File: src/rtl/fdc_host_defs.svh
// Constants for the floppy controller host phase and status block
// Functional notes
// - End-of-cylinder is bit 7; bits 6,3 zero
// - CRC error in ID or data sets bit 5
// - Unserviced byte in time sets overrun bit 4
// - Sector/ID/track-start missing sets no-data bit 2
// - Write-protect during write/format sets bit 1
// - Missing mark sets bit 0, data case too
// - Deleted mark sets control-mark bit 6
// - Data field CRC sets bit 5
// - Cylinder mismatch sets wrong-cylinder bit 4
// - Mismatch with all-ones cylinder sets bit 1
// - Scan equal sets bit 3, unmet bit 2
// - Drive status mirrors live drive signals
// - Programmed-I/O interrupt per byte, strobe clears
// - DMA request per byte, acknowledge clears it
// - Result interrupt at end, cleared first read
// - New command refused until results read
// - Command order fixed, execution starts automatically
// - Main status always; others only in results
// - Interrupt code encoding in primary status
// - Specify bit selects programmed-I/O or DMA
// - Poll ready lines between commands, interrupt change
// - Poll each drive every 1.024 ms
`ifndef FDC_HOST_DEFS_SVH
`define FDC_HOST_DEFS_SVH
`define CLK_MHZ          50
`define POLL_PERIOD_NS   1024000
`define POLL_CYCLES      ((`POLL_PERIOD_NS * `CLK_MHZ) / 1000)
`define MSR_RQM          7
`define MSR_DIO          6
`define MSR_EXEC         5
`define MSR_BUSY         4
`define ERR_EOC          7
`define ERR_CRC          5
`define ERR_OVR          4
`define ERR_NODATA       2
`define ERR_NOWR         1
`define ERR_MISS         0
`define DF_CM            6
`define DF_DD            5
`define DF_WC            4
`define DF_SH            3
`define DF_SN            2
`define DF_BC            1
`define DF_MD            0
`define CYL_ALL_ONES     8'hff
`define IC_NORMAL        2'h0
`define IC_ABNORMAL      2'h1
`define IC_INVALID       2'h2
`define IC_READY_CHG     2'h3
`define RES_CNT_MAX      3'h7
`endif

File: src/rtl/fdc_host_pkg.sv
// Types for the floppy controller host phase and status block
package fdc_host_pkg;
  typedef enum logic [1:0] {
    PH_CMD  = 2'b00,
    PH_EXEC = 2'b01,
    PH_RES  = 2'b10
  } phase_t;
endpackage : fdc_host_pkg

File: src/rtl/fdc_host_phase.sv
// Host phase sequencing, status registers and drive ready polling
`timescale 1ns/1ps
`include "fdc_host_defs.svh"
module fdc_host_phase #(
  parameter int POLL_CYC = `POLL_CYCLES
) (
  input  wire logic       sys_clk,
  input  wire logic       rst_n,
  input  wire logic       cs_n,
  input  wire logic       a0,
  input  wire logic       rd_n,
  input  wire logic       wr_n,
  input  wire logic [7:0] db_in,
  output logic      [7:0] db_out,
  output logic            db_oe,
  input  wire logic       dma_acknowledge_n,
  input  wire logic       terminal_count,
  output logic            dma_request,
  output logic            int_out,
  input  wire logic [2:0] cmd_len,
  input  wire logic [2:0] res_len,
  input  wire logic       cmd_is_rw,
  input  wire logic       exec_byte,
  input  wire logic       exec_done,
  input  wire logic       specify_done,
  input  wire logic       specify_nd,
  input  wire logic [1:0] end_code,
  input  wire logic [7:0] exec_data,
  output logic      [7:0] host_data,
  output logic            host_data_vld,
  input  wire logic       ev_end_cyl,
  input  wire logic       ev_id_crc,
  input  wire logic       ev_data_crc,
  input  wire logic       ev_overrun,
  input  wire logic       ev_no_sector,
  input  wire logic       ev_id_unread,
  input  wire logic       ev_track_start,
  input  wire logic       ev_write_prot,
  input  wire logic       ev_no_id_mark,
  input  wire logic       ev_no_data_mark,
  input  wire logic       ev_deleted_mark,
  input  wire logic       ev_cyl_mismatch,
  input  wire logic [7:0] ev_cyl_read,
  input  wire logic       ev_scan_equal,
  input  wire logic       ev_scan_unmet,
  input  wire logic       drv_fault,
  input  wire logic       drv_wprot,
  input  wire logic       drv_ready,
  input  wire logic       drv_track0,
  input  wire logic       drv_two_side,
  input  wire logic       side_select_state,
  output logic            unit_select_low,
  output logic            unit_select_high,
  output logic [1:0]      phase_out
);
  import fdc_host_pkg::*;

  phase_t      phase_r;
  logic [2:0]  byte_cnt_r;
  logic [7:0]  transfer_error_status_r;
  logic [7:0]  data_field_status_r;
  logic [1:0]  ic_r;
  logic        not_ready_flag_r;
  logic        nd_mode_r;
  logic        poll_en_r;
  logic [1:0]  unit_r;
  logic [3:0]  rdy_seen_r;
  logic [31:0] poll_cnt_r;
  logic        rd_s1, rd_s2, rd_s3, wr_s1, wr_s2, wr_s3;
  logic        ack_s1, ack_s2, ack_s3, tc_s1, tc_s2;
  logic        cs_s1, cs_s2, a0_s1, a0_s2;
  logic [7:0]  dbi_s1, dbi_s2;
  logic [7:0]  ds_s1, ds_s2;
  logic        rd_fall, wr_rise, ack_fall, sel, data_rd, data_wr;
  logic [7:0]  main_handshake_status, drive_signal_status, primary_result_status;
  logic [7:0]  res_byte;

  // Host pins pass two flops before use
  always_ff @(posedge sys_clk) begin
    rd_s1  <= rd_n;
    rd_s2  <= rd_s1;
    rd_s3  <= rd_s2;
    wr_s1  <= wr_n;
    wr_s2  <= wr_s1;
    wr_s3  <= wr_s2;
    ack_s1 <= dma_acknowledge_n;
    ack_s2 <= ack_s1;
    ack_s3 <= ack_s2;
    tc_s1  <= terminal_count;
    tc_s2  <= tc_s1;
    cs_s1  <= cs_n;
    cs_s2  <= cs_s1;
    a0_s1  <= a0;
    a0_s2  <= a0_s1;
    dbi_s1 <= db_in;
    dbi_s2 <= dbi_s1;
    ds_s1  <= {drv_fault, drv_wprot, drv_ready, drv_track0,
               drv_two_side, side_select_state, 2'b00};
    ds_s2  <= ds_s1;
  end

  assign rd_fall  = rd_s3 & ~rd_s2;
  assign wr_rise  = ~wr_s3 & wr_s2;
  assign ack_fall = ack_s3 & ~ack_s2;
  assign sel      = ~cs_s2 | ~ack_s2;
  assign data_rd  = rd_fall & sel & (a0_s2 | ~ack_s2);
  assign data_wr  = wr_rise & sel & (a0_s2 | ~ack_s2);

  assign drive_signal_status = {ds_s2[7:2], unit_r[1], unit_r[0]};
  assign primary_result_status = {ic_r, 2'b00, not_ready_flag_r,
                                  ds_s2[2], unit_r};
  always_comb begin
    main_handshake_status = 8'h00;
    main_handshake_status[`MSR_RQM]  = (phase_r != PH_EXEC) | (nd_mode_r & int_out);
    main_handshake_status[`MSR_DIO]  = (phase_r == PH_RES);
    main_handshake_status[`MSR_EXEC] = (phase_r == PH_EXEC) & nd_mode_r;
    main_handshake_status[`MSR_BUSY] = (phase_r != PH_CMD) | (byte_cnt_r != 3'h0);
  end

  // Result bytes: primary, error, data field, drive status
  always_comb begin
    unique case (byte_cnt_r)
      3'h0:    res_byte = primary_result_status;
      3'h1:    res_byte = transfer_error_status_r;
      3'h2:    res_byte = data_field_status_r;
      3'h3:    res_byte = drive_signal_status;
      default: res_byte = 8'h00;
    endcase
  end

  // Phase sequencing
  always_ff @(posedge sys_clk) begin
    if (!rst_n) begin
      phase_r    <= PH_CMD;
      byte_cnt_r <= 3'h0;
    end else begin
      unique case (phase_r)
        PH_CMD: if (data_wr) begin
          if (byte_cnt_r + 3'h1 >= cmd_len) begin
            phase_r    <= PH_EXEC;
            byte_cnt_r <= 3'h0;
          end else begin
            byte_cnt_r <= byte_cnt_r + 3'h1;
          end
        end
        PH_EXEC: if (exec_done || tc_s2) begin
          phase_r    <= PH_RES;
          byte_cnt_r <= 3'h0;
        end
        PH_RES: if (data_rd) begin
          if (byte_cnt_r + 3'h1 >= res_len) begin
            phase_r    <= PH_CMD;
            byte_cnt_r <= 3'h0;
          end else begin
            byte_cnt_r <= byte_cnt_r + 3'h1;
          end
        end
        default: phase_r <= PH_CMD;
      endcase
    end
  end

  // Read data path; main status readable at any time
  always_ff @(posedge sys_clk) begin
    if (!rst_n) begin
      db_out <= 8'h00;
      db_oe  <= 1'b0;
    end else begin
      db_oe <= ~rd_s2 & sel;
      if (rd_fall && !cs_s2 && !a0_s2) begin
        db_out <= main_handshake_status;
      end else if (data_rd) begin
        db_out <= (phase_r == PH_RES) ? res_byte : exec_data;
      end
    end
  end

  always_ff @(posedge sys_clk) begin
    if (!rst_n) begin
      host_data     <= 8'h00;
      host_data_vld <= 1'b0;
    end else begin
      // Only command bytes are taken; later data writes are refused
      host_data_vld <= data_wr && phase_r == PH_CMD;
      if (data_wr && phase_r == PH_CMD) begin
        host_data <= dbi_s2;
      end
    end
  end

  // Interrupt: per byte, result entry, ready change
  always_ff @(posedge sys_clk) begin
    if (!rst_n) begin
      int_out <= 1'b0;
    end else if (phase_r == PH_EXEC && nd_mode_r && exec_byte) begin
      int_out <= 1'b1;
    end else if (phase_r == PH_EXEC && (exec_done || tc_s2)) begin
      int_out <= 1'b1;
    end else if (poll_en_r && phase_r == PH_CMD && byte_cnt_r == 3'h0 &&
                 poll_cnt_r == 32'h0 &&
                 rdy_seen_r[unit_r] != ds_s2[5]) begin
      int_out <= 1'b1;
    end else if (data_rd || (data_wr && phase_r != PH_RES)) begin
      int_out <= 1'b0;
    end
  end

  // DMA request per byte, acknowledge clears
  always_ff @(posedge sys_clk) begin
    if (!rst_n) begin
      dma_request <= 1'b0;
    end else if (phase_r == PH_EXEC && !nd_mode_r && exec_byte) begin
      dma_request <= 1'b1;
    end else if (ack_fall || phase_r != PH_EXEC) begin
      dma_request <= 1'b0;
    end
  end

  // Transfer mode from specify; ND=1 programmed-I/O
  always_ff @(posedge sys_clk) begin
    if (!rst_n) begin
      nd_mode_r <= 1'b0;
      poll_en_r <= 1'b0;
    end else if (specify_done) begin
      nd_mode_r <= specify_nd;
      poll_en_r <= 1'b1;
    end
  end

  // Error status; cleared at command start, set wins
  always_ff @(posedge sys_clk) begin
    if (!rst_n) begin
      transfer_error_status_r <= 8'h00;
    end else begin
      if (phase_r == PH_CMD && data_wr && byte_cnt_r == 3'h0) begin
        transfer_error_status_r <= 8'h00;
      end
      if (phase_r == PH_EXEC) begin
        if (ev_end_cyl) transfer_error_status_r[`ERR_EOC] <= 1'b1;
        if (ev_id_crc || ev_data_crc)
          transfer_error_status_r[`ERR_CRC] <= 1'b1;
        if (ev_overrun) transfer_error_status_r[`ERR_OVR] <= 1'b1;
        if (ev_no_sector || ev_id_unread || ev_track_start)
          transfer_error_status_r[`ERR_NODATA] <= 1'b1;
        if (ev_write_prot) transfer_error_status_r[`ERR_NOWR] <= 1'b1;
        if (ev_no_id_mark || ev_no_data_mark)
          transfer_error_status_r[`ERR_MISS] <= 1'b1;
      end
    end
  end

  // Data field status; bit 7 stays zero
  always_ff @(posedge sys_clk) begin
    if (!rst_n) begin
      data_field_status_r <= 8'h00;
    end else begin
      if (phase_r == PH_CMD && data_wr && byte_cnt_r == 3'h0) begin
        data_field_status_r <= 8'h00;
      end
      if (phase_r == PH_EXEC) begin
        if (ev_deleted_mark) data_field_status_r[`DF_CM] <= 1'b1;
        if (ev_data_crc) data_field_status_r[`DF_DD] <= 1'b1;
        if (ev_cyl_mismatch) data_field_status_r[`DF_WC] <= 1'b1;
        if (ev_scan_equal) data_field_status_r[`DF_SH] <= 1'b1;
        if (ev_scan_unmet) data_field_status_r[`DF_SN] <= 1'b1;
        if (ev_cyl_mismatch && ev_cyl_read == `CYL_ALL_ONES)
          data_field_status_r[`DF_BC] <= 1'b1;
        if (ev_no_data_mark) data_field_status_r[`DF_MD] <= 1'b1;
      end
    end
  end

  // Interrupt code and not-ready capture
  always_ff @(posedge sys_clk) begin
    if (!rst_n) begin
      ic_r             <= `IC_NORMAL;
      not_ready_flag_r <= 1'b0;
    end else if (phase_r == PH_EXEC && (exec_done || tc_s2)) begin
      ic_r             <= end_code;
      not_ready_flag_r <= ~ds_s2[5];
    end else if (poll_en_r && phase_r == PH_CMD && byte_cnt_r == 3'h0 &&
                 poll_cnt_r == 32'h0 &&
                 rdy_seen_r[unit_r] != ds_s2[5]) begin
      ic_r             <= `IC_READY_CHG;
      not_ready_flag_r <= ~ds_s2[5];
    end
  end

  // Ready polling, one drive per slot; idle during read/write
  always_ff @(posedge sys_clk) begin
    if (!rst_n) begin
      poll_cnt_r <= 32'h0;
      unit_r     <= 2'h0;
      rdy_seen_r <= 4'h0;
    end else if (poll_en_r && !(phase_r != PH_CMD && cmd_is_rw)) begin
      if (poll_cnt_r == 32'h0) begin
        poll_cnt_r <= 32'(POLL_CYC / 4 - 1);
        if (phase_r == PH_CMD) begin
          rdy_seen_r[unit_r] <= ds_s2[5];
          unit_r <= unit_r + 2'h1;
        end
      end else begin
        poll_cnt_r <= poll_cnt_r - 32'h1;
      end
    end
  end

  always_ff @(posedge sys_clk) begin
    if (!rst_n) begin
      unit_select_low  <= 1'b0;
      unit_select_high <= 1'b0;
      phase_out        <= 2'b00;
    end else begin
      unit_select_low  <= unit_r[0];
      unit_select_high <= unit_r[1];
      phase_out        <= phase_r;
    end
  end
endmodule : fdc_host_phase

File: config.mk
export PLATFORM = sky130hd
export DESIGN_NAME = fdc_host_phase
export DESIGN_NICKNAME = d
export VERILOG_FILES = /design/src/rtl/fdc_host_pkg.sv /design/src/rtl/fdc_host_phase.sv
export VERILOG_INCLUDE_DIRS = /design/src /design/src/rtl
export SDC_FILE = /design/constraint.sdc
export NUM_CORES = 1
export LEC_CHECK = 0
export BUFFER_PORTS_ARGS = -buffer_cell sky130_fd_sc_hd__buf_2
export CAP_MARGIN = 15
export CORE_ASPECT_RATIO = 0.9
export CORE_MARGIN = 4
export CORE_UTILIZATION = 55
export CTS_BUF_LIST = sky130_fd_sc_hd__clkbuf_4
export CTS_CLUSTER_SIZE = 10
export DETAILED_ROUTE_END_ITERATION = 16
export GPL_ROUTABILITY_DRIVEN = 0
export PLACE_DENSITY_LB_ADDON = 0.12
export SYNTH_ARGS = -nofsm -noshare
export SYNTH_HDL_FRONTEND = slang
export SYNTH_SLANG_ARGS = --single-unit
File: constraint.sdc
create_clock -name sys_clk -period 2.5 [get_ports sys_clk]
set_clock_uncertainty 0.05 [all_clocks]
set_input_delay 0.5 -clock sys_clk [delete_from_list [all_inputs] [get_ports sys_clk]]
set_output_delay 0.5 -clock sys_clk [all_outputs]
set_load 0.02 [all_outputs]
==> results_dict.tcl <==
set metrics [dict create \
    outcome "complete, no violations" \
    layout_min_cycle_time_ns 2.323 \
    portBuffers 88 \
    drv_cap 0 \
    peakVddDrop_mv 0.6595 \
    crit_type "flop to flop" \
    p_comb_frac 0.358 \
    power_frac_clock 0.233 \
    cts.sinks 128 \
    p_leak_uw 0.002685 \
    nNetsFinal 721 \
    grt_max_degree 27 \
    final_cell_mix "dfxtp_1, buf_2, nor2_1" \
    power.internal_uw 4072 \
    start_util 0.5767 \
    area_delta_synth_final_pct 22.27 \
    yosys.area.top_type_share 0.5091 \
    ant_nets 0 \
    synth_area_um2 5034 \
    tightest_slew_ns 0.6945 \
    diodes 0 \
    fin_crit_sh 0.9291 \
    drc 0 \
    cts_tree "done" \
    switching_share 0.3820 \
    dpl.hpwl_mm 8.237 \
    fmax_ghz 0.4305 \
    clk_path_buf_depth 2 \
    routed_via_density 5.428 \
    nFillCells 731 \
    drive_gt1_frac 0.2253 \
    final_common_cell "dfxtp_1" \
    post-cts-setup-buffers 0 \
    power_per_cell_area_nw_per_um2 1071 \
    startpoint_type "flop" \
    tns_ns 0 \
    clk_pin_slew_ns 0.14 \
    final_hold_viol_count 0 \
    grt_pass1_wl_mm 19.09 \
    path_max_fanout 7 \
    cts_made_buffers 17 \
    die_y_um 98.76 \
    drt-total-wl_mm 11.46 \
    num_rows 32 \
    placed_area_um2 5633 \
    htreeDepth 4 \
    dieArea_um2 10750 \
    worst_slew_margin_rel 0.5321 \
    synth_top_cells_by_area "dfxtp_1, ha_1, nor2_1, xnor2_1, mux2i_1" \
    end_kind "flop" \
    clk_latency_ns 0.55 \
    synth_cells 518 \
    core_area_um2 8728 \
    track_usage 0.2259 \
    seq_area_frac_synth 0.5091 \
    setup_viol 0 \
    ys_seq_elements 128 \
    wl_per_cell_um 14.94 \
    antenna_found_initial 0 \
    synth_warnings 0 \
    pre_cts_ws_ns 0.1844 \
    crit_required_ns 2.93 \
    io_pins 89 \
    synth_cell_types 54 \
    vias 4163 \
    synthArstFlopShare 0 \
    seq_power_share 0.409 \
    synth_area_leader_cell "dfxtp_1" \
    syn_avg_cell_area_um2 9.717 \
    dr.pass1.iters 5 \
    drt_iter0_drc 218 \
    arrival_ns 2.75 \
    die_x_um 108.8 \
    p_sw_uw 2517 \
    slew_viol_final 0 \
    fin_ws_ns 0.1773 \
    overflow 0 \
    rsz0062_at_grt "no" \
    fin_area_um2 6155 \
    ys.flop_type "dfxtp_1" \
    root_buffer "clkbuf_4" \
    first_global_vias 4023 \
    synth_edf_count 0 \
    syn_nets 604 \
    min_path_type "primary input to flop" \
]
## metal layers
metal | global-route usage | vias up | share of wire
met3 | 0.07466 | 20 | 0.072
met5 | 0 | - | 0
li1 | - | 2072 | -
met4 | 0.06311 | 0 | 0.017
met2 | 0.3501 | 128 | 0.46
met1 | 0.3026 | 1943 | 0.45
## area by class of cell
class | count | area (um^2) | area share
clock inverters | 15 | 185.2 | 0.03009
multi-input cells | 343 | 2302 | 0.3741
clock buffers | 17 | 127.6 | 0.02074
repair buffers | 121 | 738.2 | 0.1199
well taps | 119 | 148.9 | 0.02419
flip-flops and latches | 128 | 2562 | 0.4163
inverters | 24 | 90.09 | 0.01464
## synthesized netlist by cell type, types with 2 or more instances
cell type	number
dfxtp_1	128
nor4_1	13
a22o_1	8
a21o_1	2
a32o_1	2
a22oi_1	12
a21bo_2	2
a211oi_1	7
inv_1	24
o211ai_1	2
nor2_1	55
nor2b_1	2
o2bb2ai_1	3
clkbuf_1	20
xnor2_1	20
o21a_1	4
and2_1	6
or2_2	2
nand2b_1	13
mux2_2	2
a221oi_1	2
nand3b_1	2
buf_1	2
a21oi_1	18
nor3_1	17
or3_1	9
nand4b_1	2
ha_1	21
nand4_1	7
or4_1	4
xor2_1	5
o21ai_0	24
a31oi_1	6
nand3_1	11
o31ai_1	2
nand2_1	28
mux2i_1	14
## repair_timing
action                                 CTS  global route
endpoints found under the hold margin   20             0
hold buffers                            20             0
setup endpoints to repair                0             2
resized for setup                        0             1
## logic make-up (layout without fill, tap and decap cells)
logic type	after synthesis	after routing	synth area share
and+or+nand+nor	178	178	0.1862
DFF	128	128	0.5091
AOI/OAI and AO/OA	102	102	0.1370
buffers and inverters	47	177	0.03530
xor gates and xnor gates	25	25	0.04350
adders and majority gates	21	21	0.05220
muxes	17	17	0.03679
## through the flow
stage	hold WS (ns)	power [uW]	utilization	std cells
after floorplan	0.2596	4382	-	518
after global placement	0.2602	4956	0.6454	715
after detailed placement	0.2621	5024	0.6454	715
after CTS	0.08972	6587	0.7041	767
after global routing	0.08384	7034	0.7051	767
final	0.1122	6589	0.7051	767
## power groups by stage
stage | clock, uW | combinational, uW | sequential (uW)
after floorplan | 0 | 1690 | 2690
after global placement | 0 | 2240 | 2710
after detailed placement | 0 | 2300 | 2730
after CTS | 1560 | 2340 | 2690
after global routing | 1660 | 2630 | 2740
final | 1540 | 2360 | 2690
## sequential cells by signal, summed over array words and instances, names as in the netlist, 6 cells and up
name / flops
ds_s2: 6
transfer_error_status_r: 6
poll_cnt_r: 32
host_data: 8
db_out: 8
dbi_s1: 8
dbi_s2: 8
data_field_status_r: 7
ds_s1: 6
## critical path: stages, from the launching register on
cell	delay, ns
dfxtp_1	0.39
nor4_4	0.40
nand4_4	0.15
or4_1	0.64
or4_1	0.51
a21oi_1	0.14
## final timing paths
kind / startpoint / to / slack [ns] / depth (start not counted)
worst min register to register: ack_s1 / ack_s2 / 0.29 / 0
worst max-delay path: poll_cnt_r[15] / poll_cnt_r[31] / 0.18 / 5
worst max register to register: poll_cnt_r[15] / poll_cnt_r[31] / 0.18 / 5
worst min-delay path: ev_deleted_mark / data_field_status_r[6] / 0.11 / 2
Note: power is estimated with default switching activity, not from simulation.
